$ cat config.mk
export PLATFORM = sky130hd
export DESIGN_NAME = boot_section_decode
export DESIGN_NICKNAME = d
export VERILOG_FILES = /design/src/verilog/bsd_pkg.sv /design/src/verilog/boot_section_decode.sv
export VERILOG_INCLUDE_DIRS = /design/src /design/src/verilog
export SDC_FILE = /design/constraint.sdc
export NUM_CORES = 1
export LEC_CHECK = 0
export BUFFER_PORTS_ARGS = -buffer_cell sky130_fd_sc_hd__clkbuf_2
export CORE_ASPECT_RATIO = 0.8
export CORE_UTILIZATION = 45
export DETAILED_ROUTE_END_ITERATION = 8
export PLACE_DENSITY = 0.81
export RECOVER_POWER = 100
export SLEW_MARGIN = 25
export SYNTH_ARGS = -nofsm -noshare
export SYNTH_HDL_FRONTEND = slang
export SYNTH_SLANG_ARGS = --single-unit
$ cat constraint.sdc
create_clock -name clk -period 3 [get_ports clk]
set_input_delay 0 -clock clk [delete_from_list [all_inputs] [get_ports clk]]
set_output_delay 0 -clock clk [all_outputs]
set_load 0.02 [all_outputs]
$ cat src/verilog/bsd_defs.svh
`ifndef BSD_DEFS_SVH
`define BSD_DEFS_SVH

// APB register byte offsets.
`define BSD_CTRL_OFS      12'h000
`define BSD_ZPTR_OFS      12'h004
`define BSD_DECODE_OFS    12'h008
`define BSD_ADDR_OFS      12'h00c
`define BSD_CLASS_OFS     12'h010
// Control field positions and register reset values.
`define BSD_CTRL_FUSE_LO  0
`define BSD_CTRL_FUSE_HI  1
`define BSD_CTRL_LARGE    2
`define BSD_CTRL_RST      32'h0000_0003
`define BSD_ZPTR_RST      16'h0000
`define BSD_ADDR_RST      13'h0000
// Small variant geometry.
`define BSD_SM_TOP        13'h0fff
`define BSD_SM_NOREAD_BASE 13'h0c00
`define BSD_SM_BOOT_128   13'h0f80
`define BSD_SM_BOOT_256   13'h0f00
`define BSD_SM_BOOT_512   13'h0e00
`define BSD_SM_BOOT_1024  13'h0c00
`define BSD_SM_WORD_LSB   1
`define BSD_SM_PAGE_LSB   6
`define BSD_SM_PAGE_MSB   12
// Large variant geometry.
`define BSD_LG_TOP        13'h1fff
`define BSD_LG_NOREAD_BASE 13'h1c00
`define BSD_LG_BOOT_128   13'h1f80
`define BSD_LG_BOOT_256   13'h1f00
`define BSD_LG_BOOT_512   13'h1e00
`define BSD_LG_BOOT_1024  13'h1c00
`define BSD_LG_WORD_LSB   1
`define BSD_LG_PAGE_LSB   7
`define BSD_LG_PAGE_MSB   13
// Boot size codes in words, as fuse pairs read programmed-low.
`define BSD_SZ_128        11'h080
`define BSD_SZ_256        11'h100
`define BSD_SZ_512        11'h200
`define BSD_SZ_1024       11'h400

`endif

$ cat src/verilog/bsd_pkg.sv
package bsd_pkg;

   typedef enum logic [1:0] {
      BSD_SEC_APP_READ,
      BSD_SEC_APP_NOREAD,
      BSD_SEC_BOOT
   } bsd_section_t;

   typedef struct packed {
      logic [6:0]  pageSelectField;
      logic [5:0]  wordSelectField;
      logic        byteSelect;
   } bsd_zfields_t;

   typedef struct packed {
      logic [12:0] bootStart;
      logic [12:0] appEnd;
      logic [10:0] bootWords;
      logic [5:0]  bootPages;
   } bsd_boot_t;

endpackage : bsd_pkg

$ cat src/verilog/boot_section_decode.sv
`timescale 1ns/1ps
`include "bsd_defs.svh"

// Contract
// - Small variant: fuse pair 11/10/01/00 gives boot 128..1024 words at 0xF80..0xC00.
// - Large variant: boot starts 0x1F80..0x1C00; application ends one below boot start.
// - Small variant: read-while-write 0x000-0xBFF, no-read 0xC00-0xFFF, any boot size.
// - Large variant: read-while-write 0x0000-0x1BFF, no-read 0x1C00-0x1FFF.
// - Small variant: page from Z[12:6], word-in-page from Z[5:1].
// - Large variant: page from Z[13:7], word-in-page from Z[6:1].
// - Z bits above the page field are ignored.
// - Z bit 0 selects the byte within a word for program memory loads.
// - Page field picks erase/write page; word field picks buffer word.
// - Programmed fuse reads zero, unprogrammed reads one; decode uses this polarity.
module boot_section_decode
   import bsd_pkg::*;
#(
   parameter bit LARGE_VARIANT = 1'b0
) (
   input  wire logic        clk,
   input  wire logic        rst,
   input  wire logic [11:0] paddr,
   input  wire logic        psel,
   input  wire logic        penable,
   input  wire logic        pwrite,
   input  wire logic [31:0] pwdata,
   output logic      [31:0] prdata,
   output logic             pready,
   output logic             pslverr
);

   localparam logic [31:0] CtrlRst = `BSD_CTRL_RST;

   // Fuse bits live in a control register; reset leaves both unprogrammed (ones).
   logic         fuseHi_r;
   logic         fuseLo_r;
   logic         large_r;
   logic [15:0]  zPtr_r;
   logic [12:0]  probeAddr_r;
   logic [31:0]  prdata_r;
   logic         pready_r;
   logic         pslverr_r;
   logic [31:0]  rdata_nxt;
   logic         mapped_nxt;
   bsd_boot_t    boot;
   bsd_zfields_t zf;
   bsd_section_t section;
   logic         inBoot;
   logic         inNoRead;
   logic         inFlash;
   logic         accessPhase;

   function automatic bsd_boot_t boot_decode(input logic isLarge, input logic hi,
                                             input logic lo);
      bsd_boot_t b;
      b = '0;
      // A programmed fuse reads zero, so 00 selects the largest boot section.
      case ({hi, lo})
         2'b11: begin
            b.bootWords = `BSD_SZ_128;
            b.bootStart = isLarge ? `BSD_LG_BOOT_128 : `BSD_SM_BOOT_128;
         end
         2'b10: begin
            b.bootWords = `BSD_SZ_256;
            b.bootStart = isLarge ? `BSD_LG_BOOT_256 : `BSD_SM_BOOT_256;
         end
         2'b01: begin
            b.bootWords = `BSD_SZ_512;
            b.bootStart = isLarge ? `BSD_LG_BOOT_512 : `BSD_SM_BOOT_512;
         end
         default: begin
            b.bootWords = `BSD_SZ_1024;
            b.bootStart = isLarge ? `BSD_LG_BOOT_1024 : `BSD_SM_BOOT_1024;
         end
      endcase
      b.appEnd    = b.bootStart - 13'h0001;
      // Both variants print 32-word boot pages, so pages are words over 32.
      b.bootPages = b.bootWords[10:5];
      return b;
   endfunction : boot_decode

   function automatic bsd_zfields_t z_split(input logic isLarge, input logic [15:0] z);
      bsd_zfields_t f;
      f = '0;
      f.byteSelect = z[0];
      if (isLarge) begin
         // The large word field is six bits wide although the page is 32 words;
         // bit 6 is kept as printed, so the page field starts at bit 7.
         f.pageSelectField = z[`BSD_LG_PAGE_MSB:`BSD_LG_PAGE_LSB];
         f.wordSelectField = z[`BSD_LG_PAGE_LSB-1:`BSD_LG_WORD_LSB];
      end else begin
         f.pageSelectField = z[`BSD_SM_PAGE_MSB:`BSD_SM_PAGE_LSB];
         f.wordSelectField = {1'b0, z[`BSD_SM_PAGE_LSB-1:`BSD_SM_WORD_LSB]};
      end
      // Bits above the page field never reach any decode field.
      return f;
   endfunction : z_split

   always_comb begin
      boot = boot_decode(large_r, fuseHi_r, fuseLo_r);
      zf   = z_split(large_r, zPtr_r);
   end

   // Classification is a pure compare, so a new probe address is answered in the
   // same cycle its register updates; no state hides between address and class.
   always_comb begin
      inFlash = large_r ? (probeAddr_r <= `BSD_LG_TOP) : (probeAddr_r <= `BSD_SM_TOP);
      inBoot  = inFlash && (probeAddr_r >= boot.bootStart);
      inNoRead = large_r ? (probeAddr_r >= `BSD_LG_NOREAD_BASE)
                         : (probeAddr_r >= `BSD_SM_NOREAD_BASE);
      inNoRead = inNoRead && inFlash;
      if (inBoot) begin
         section = BSD_SEC_BOOT;
      end else if (inNoRead) begin
         section = BSD_SEC_APP_NOREAD;
      end else begin
         section = BSD_SEC_APP_READ;
      end
   end

   assign accessPhase = psel && penable && !pready_r;

   // Control register: fuse pair and variant select.
   always_ff @(posedge clk) begin
      if (rst) begin
         fuseLo_r <= CtrlRst[`BSD_CTRL_FUSE_LO];
         fuseHi_r <= CtrlRst[`BSD_CTRL_FUSE_HI];
         large_r  <= LARGE_VARIANT;
      end else if (accessPhase && pwrite && paddr == `BSD_CTRL_OFS) begin
         fuseLo_r <= pwdata[`BSD_CTRL_FUSE_LO];
         fuseHi_r <= pwdata[`BSD_CTRL_FUSE_HI];
         large_r  <= pwdata[`BSD_CTRL_LARGE];
      end
   end

   // Pointer and probe address registers.
   always_ff @(posedge clk) begin
      if (rst) begin
         zPtr_r      <= `BSD_ZPTR_RST;
         probeAddr_r <= `BSD_ADDR_RST;
      end else if (accessPhase && pwrite) begin
         if (paddr == `BSD_ZPTR_OFS) begin
            zPtr_r <= pwdata[15:0];
         end
         if (paddr == `BSD_ADDR_OFS) begin
            probeAddr_r <= pwdata[12:0];
         end
      end
   end

   always_comb begin
      rdata_nxt  = 32'h0000_0000;
      mapped_nxt = 1'b1;
      case (paddr)
         `BSD_CTRL_OFS: begin
            rdata_nxt = {29'h0, large_r, fuseHi_r, fuseLo_r};
         end
         `BSD_ZPTR_OFS: begin
            rdata_nxt = {16'h0, zPtr_r};
         end
         `BSD_DECODE_OFS: begin
            rdata_nxt = {2'b00, zf.byteSelect, zf.wordSelectField,
                         1'b0, zf.pageSelectField, 2'b00, boot.bootStart};
         end
         `BSD_ADDR_OFS: begin
            rdata_nxt = {19'h0, probeAddr_r};
         end
         `BSD_CLASS_OFS: begin
            rdata_nxt = {boot.bootPages, 2'b00, boot.appEnd, boot.bootWords};
            rdata_nxt[29] = inFlash;
            rdata_nxt[28] = inNoRead;
            rdata_nxt[27] = inBoot;
            rdata_nxt[26:25] = section;
         end
         default: begin
            mapped_nxt = 1'b0;
         end
      endcase
   end

   // One wait state: pready rises one edge into the access phase, from a flop.
   always_ff @(posedge clk) begin
      if (rst) begin
         pready_r  <= 1'b0;
         pslverr_r <= 1'b0;
         prdata_r  <= 32'h0000_0000;
      end else begin
         pready_r  <= accessPhase;
         pslverr_r <= accessPhase && !mapped_nxt;
         if (accessPhase && !pwrite) begin
            prdata_r <= rdata_nxt;
         end
      end
   end

   assign prdata  = prdata_r;
   assign pready  = pready_r;
   assign pslverr = pslverr_r;

endmodule : boot_section_decode

==> run_results.csv, run 1 <==
group,metric,value,unit
cts,clock_latency,0.34,ns
worst_setup_path,path_common_cell,"nor4_1",
synth,syn_nets,416,
worst_hold_path,hold_path_end,"zPtr_r[5]",
synth,synthAdderAreaFrac,1.60,%
placement,io_buffers,66,
timing,clock_skew,0.00532,ns
cells_and_area,diodes,0,
run,cap_violations,0,
worst_setup_path,crit_path_top_delay_cell,"nor4_1",
worst_setup_path,r2r-start,"pready",
cts,hold_buffers,19,
synth,ys_top_cells_by_area,"dfxtp_1, nand2_1, mux2i_1",
timing,setup_tns,0,ns
synth,synth_xor_area_share,0.562,%
grt,grt_usage,26.5,%
synth,synth_cells,363,
cells_and_area,syn2layout_area_growth,21.9,%
grt,grt_max_degree,39,
route,firstDrtPassIters,5,
timing,holdWs,0.0604,ns
cts,numCtsBuffers,9,
route,vias,3026,
placement,postPlaceCellArea,3520,sq um
synth,ys_seq_elements,66,
synth,yosysSeqAreaShare,42.4,%
die,row_count,26,
worst_setup_path,rr_endpoint,"prdata[6]",
cells_and_area,drive_gt1_share,15.1,%
timing,setup_viol,0,
synth,ys_async_sr_fraction,0,%
placement,dp_hpwl,6510,microns
grt,gr-total-overflow,0,
worst_setup_path,critical_path.cell_chain,"clkbuf_1 -> nor4_1 -> nand2_2 -> nor4_1 -> clkbuf_2 -> mux2i_1 -> nor2_1",
placement,place_ws,0.991,ns
power,leakagePower,1.38,nW
worst_setup_path,worstPathRequired,3.22,ns
worst_setup_path,cp_max_fo,13,
timing,max_freq,0.422,GHz
power,peakVddDrop,0.269,mV
timing,max_slew_margin,2.47,%
cells_and_area,final_net_count,498,
synth,synth_compound_area_share,17.4,%
die,start_util,47.7,%
cts,cts-htree-levels,3,
grt,first_global_vias,2884,
timing,timing.final.ws_setup,0.628,ns
worst_setup_path,rrSetupSlack,0.76,ns
cts,cts-root-buf,"clkbuf_8",
synth,synth_top_family_by_area,"simple AND/OR/NAND/NOR gates",
worst_setup_path,worst-r2r-cell-count,5,
synth,ys_warn_count,0,
die,die_w,95.1,microns
grt,grt_first_pass_wirelength,14500,microns
die,io_pins,83,
timing,maxSlewViolCount,0,
die,dieArea,7270,sq um
die,fp.coreArea,6540,sq um
synth,synth_top_area_cell,"dfxtp_1",
power,power_density,455,nW/um^2
cells_and_area,fin_area,3800,sq um
worst_hold_path,min_path_cells,2,
synth,post_synth_and_or_nand_nor_area_fraction,24.5,%
worst_setup_path,cp_data_arrival_time,2.60,ns
worst_hold_path,hold_path.startpoint,"rst",
synth,syn_avg_cell_area,8.59,sq um
cts,cts.sinks,66,
cts,cts_tree,"built",
die,die_h,76.5,microns
timing,final-hold-violation-count,0,
synth,synth_cell_types,56,
status,status,"finished, final reports clean",
worst_setup_path,path_buf_inv,2,
grt,antenna_found_initial,0,
cts,ctsLongestPathBuffers,2,
worst_setup_path,path_class,"input port to flip-flop",
timing,rsz0062_at_grt,"false",
worst_setup_path,max_stage_delay,1.24,ns
cts,cts_setup_buffers,0,
timing,max_slew.worst_pin.slew,1.45,ns
route,vias_per_cell,5.68,
synth,synth_ff_type,"dfxtp_1",
timing,min_period_over_period,79.1,%
synth,synth_mux_area_share,9.27,%
worst_setup_path,crit_family,"simple AND/OR/NAND/NOR gates",
worst_setup_path,start_kind,"input port",
route,drtIter0Drc,268,
cts,cts_resized,0,
worst_hold_path,min_path_type,"input port to flip-flop",
timing,layout_min_cycle_time,2.37,ns
synth,syn_area,3120,sq um
synth,synth_top_area_share,42.4,%
placement,gp_congestion,0.865,
worst_setup_path,crit_path_end_kind,"flip-flop",
synth,synth_edf_count,0,
cts,clk_pin_slew,0.07,ns
cells_and_area,nFillCells,602,
route,drc_errors,0,
route,wl_per_cell,17.2,microns
route,ant_nets,0,
route,wl,9150,microns
[cell families after synthesis]
logic type / after synthesis
fa+ha+maj: 4
simple gates: 144
compound gates: 88
buf+inv: 31
mux: 28
xor+xnor: 2
flops: 66
[worst max-delay path by stage]
stage | start | cells after the start | slack, ns | end
finish | paddr[5] | 7 | 0.63 | probeAddr_r[11]
global placement | paddr[3] | 6 | 1.09 | prdata[13]
CTS | fuseHi_r | 7 | 0.97 | prdata[27]
detailed placement | fuseHi_r | 7 | 0.99 | prdata[27]
floorplan | pready | 6 | 1.23 | prdata[9]
global route | paddr[5] | 7 | 0.43 | probeAddr_r[11]
[worst register-to-register path: stages, from the launching register on]
cell and delay (ns):
dfxtp_1 0.33, nand4bb_1 0.22, buf_4 0.26, nor4_1 0.80, nand3_1 0.33, o21ai_0 0.23
[Yosys cell counts (2+ instances only)]
library cell / count
nor4_2: 2
a21boi_0: 2
a221oi_1: 3
nor4_1: 6
xnor2_1: 2
nand2_1: 62
o31ai_1: 2
ha_1: 4
a31oi_1: 2
nand3b_1: 3
a22oi_1: 8
nor2_1: 33
or4_1: 2
a41oi_1: 2
mux2i_1: 21
nand3_1: 8
nand2_2: 3
clkbuf_1: 13
mux2_2: 7
nor3_2: 2
a22o_1: 2
buf_1: 3
a21oi_1: 33
nor4_4: 4
nor2b_1: 2
buf_2: 4
a32o_1: 2
inv_1: 9
o211ai_1: 2
nand4_1: 5
dfxtp_1: 66
o21ai_0: 20
[metal layers]
metal / track usage [%] / vias to the layer above / share of wire (%)
met5: 0 / - / 0
met4: 5.91 / 0 / 0.77
met3: 9.28 / 10 / 8.9
met2: 40.1 / 137 / 46
met1: 36.0 / 1417 / 45
li1: - / 1462 / -
[sequential cells by signal, indices dropped and copies added (netlist names)]
signal / count
fuseHi_r: 1
fuseLo_r: 1
large_r: 1
prdata: 32
pready: 1
probeAddr_r: 13
pslverr: 1
zPtr_r: 16
[through the flow]
step	total power [mW]	cells	util [%]
final	1.73	533	58.1
after global routing	1.80	533	58.1
after CTS	1.75	533	59.6
after detailed placement	0.996	499	53.8
after global placement	0.995	499	53.8
after floorplan	0.950	363	-
[placed cells by master, fill, tap and decap left out, types with 3 or more instances in the layout]
master,n
clkbuf_1,36
mux2_2,7
nor4_1,10
nand4_1,5
inv_1,9
buf_4,7
dlygate4sd3_1,19
nor2_1,33
clkbuf_8,10
a22oi_1,8
nand2_1,63
nand3b_1,3
a21oi_1,33
ha_1,4
mux2i_1,21
a221oi_1,3
nand3_1,8
dfxtp_1,66
o21ai_0,20
clkbuf_2,31
[layout make-up]
| cell class | count | area (sq um) | area share [%] |
|---|---|---|---|
| flip-flops and latches | 66 | 1320 | 34.8 |
| clock buffers | 10 | 138 | 3.62 |
| clock inverters | 5 | 55.1 | 1.45 |
| well taps | 84 | 105 | 2.76 |
| inverters | 9 | 33.8 | 0.889 |
| multi-input cells | 266 | 1620 | 42.5 |
| repair buffers | 93 | 533 | 14.0 |
[power breakdown]
part	switching, mW	leakage [nW]	total (mW)	internal (mW)
Sequential	0.000521	0.532	0.877	0.877
Clock	0.340	0.0941	0.738	0.398
Combinational	0.0687	0.756	0.116	0.0474
Total	0.409	1.38	1.73	1.32
(Power assumes the default switching activity.)
==> inputs of run 2 (changes only) <==
PLACE_DENSITY = 0.84   (was 0.81)
clock period = 2 ns   (was 3 ns; I/O delays follow)
==> run_results.csv, run 2 (same netlist as run 1, synthesis figures left out) <==
group,metric,value,unit
timing,max_freq,0.535,GHz
grt,first_global_vias,2892,
cells_and_area,diodes,0,
route,firstDrtPassIters,5,
grt,antenna_found_initial,0,
worst_setup_path,worstPathRequired,2.26,ns
die,dieArea,7270,sq um
route,drc_errors,0,
cells_and_area,final_net_count,511,
placement,dp_hpwl,6400,microns
route,dr_wl_met2,4120,microns
cells_and_area,drive_gt1_share,17.6,%
route,ant_nets,0,
power,p_total,2.70,mW
route,vias,3102,
timing,min_period_over_period,93.5,%
power,peakVddDrop,0.588,mV
power,leakagePower,1.45,nW
cells_and_area,syn2layout_area_growth,26.7,%
route,wl_met1,4170,microns
timing,setup_tns,0,ns
timing,clock_skew,0.00646,ns
worst_setup_path,start_kind,"flip-flop",
cts,cts-root-buf,"clkbuf_8",
cells_and_area,mostFrequentLayoutCell,"dfxtp_1",
placement,io_buffers,66,
worst_setup_path,cp_data_arrival_time,2.13,ns
cells_and_area,largest_reg_flops,32,
die,io_pins,83,
timing,maxSlewViolCount,0,
timing,layout_min_cycle_time,1.87,ns
worst_hold_path,min_path_type,"input port to flip-flop",
timing,setup_viol,0,
route,wl,9160,microns
die,die_h,76.5,microns
worst_setup_path,critical_path.cell_chain,"inv_1 -> nor2_1 -> ha_1 -> nor4b_1 -> a21oi_1 -> a211o_1 -> o31ai_1",
die,die_w,95.1,microns
cts,clk_pin_slew,0.07,ns
status,status,"finished, final reports clean",
run,cap_violations,0,
timing,max_slew_margin,50.4,%
cts,clock_latency,0.34,ns
worst_setup_path,crit_path_top_delay_cell,"dfxtp_1",
timing,final-hold-violation-count,0,
power,power_density,684,nW/um^2
grt,grt_usage,26.6,%
route,drtIter0Drc,294,
route,wl_met3,698,microns
grt,gr-total-overflow,0,
grt,grt_max_degree,45,
cts,cts_tree,"built",
cts,ctsLongestPathBuffers,2,
timing,max_slew.worst_pin.slew,0.743,ns
worst_setup_path,max_stage_delay,0.47,ns
timing,rsz0062_at_grt,"false",
cts,cts-htree-levels,3,
cells_and_area,postLayoutCoreUtil,60.4,%
route,wl_per_cell,16.8,microns
cells_and_area,final_cell_mix,"dfxtp_1, nand2_1, clkbuf_1",
placement,gp_congestion,1.00,
die,row_count,26,
worst_setup_path,crit_path_end_kind,"flip-flop",
die,fp.coreArea,6540,sq um
worst_setup_path,cp_max_fo,7,
grt,grt_first_pass_wirelength,14700,microns
worst_setup_path,path_class,"flip-flop to flip-flop",
cts,cts.sinks,66,
cts,numCtsBuffers,9,
route,highest_layer,"met4",
die,start_util,47.7,%
route,vias_per_cell,5.69,
-- run 2: cell count changes in the layout (fill, tap and decap cells not counted), moves of 2 or more --
cell,change
nor4_1,-3
clkbuf_1,+4
clkinvlp_4,-2
clkbuf_2,+2
nor4_2,+2
buf_4,+4
-- run 2: area by class of cell --
cell class                      count  area (sq um)
Tap cell                           84           105
Sequential cell                    66          1320
Clock inverter                      3          65.1
Timing Repair Buffer              106           633
Multi-Input combinational cell    266          1650
Clock buffer                       11           141
Fill cell                         603          2590
Inverter                            9          33.8
-- run 2: repair_timing --
| item | in CTS | in global routing |
|---|---|---|
| gates resized for setup | 0 | 2 |
| hold buffers | 20 | 0 |
| endpoints found under the setup margin | 0 | 1 |
| hold endpoints to repair | 33 | 0 |
| buffers inserted | 0 | 5 |
-- run 2: final timing paths --
kind / from / end / slack (ns) / cells past startpoint
worst max register to register: fuseHi_r / prdata[27] / 0.13 / 7
worst min-delay path: pwrite / prdata[2] / 0.03 / 4
worst min register to register: prdata[10] / prdata[10] / 0.46 / 2
worst max-delay path: fuseHi_r / prdata[27] / 0.13 / 7
-- run 2: critical path, delay by kind of cell (launching register included) --
kind	cells	cell delay, ns
adder cells (fa/ha/maj)	1	0.15
AND/OR/NAND/NOR	2	0.44
flip-flops	1	0.47
buffers and inverters	1	0.14
AO/OA/AOI/OAI	3	0.59
-- run 2: where the power goes --
group | switching, mW | internal [mW] | leakage [nW] | total, mW
Clock | 0.486 | 0.721 | 0.105 | 1.21
Combinational | 0.106 | 0.0744 | 0.818 | 0.180
Sequential | 0.000936 | 1.32 | 0.532 | 1.32
Total | 0.592 | 2.11 | 1.45 | 2.70
-- run 2: routing by layer --
layer  vias to the layer above  GRT usage, %
met5                         -             0
met2                       143          39.6
met4                         0          8.03
met3                        15          6.29
met1                      1453          37.8
li1                       1491             -
-- run 2: through the flow --
stage	setup WS, ns	cells	hold slack [ns]	cell area (sq um)
after detailed placement	0.201	506	0.239	3580
after CTS	0.0164	540	0.0152	3990
after global routing	0.00634	545	0.0495	3950
after floorplan	0.235	363	0.136	3120
after global placement	0.186	506	0.228	3580
final	0.131	545	0.0320	3950
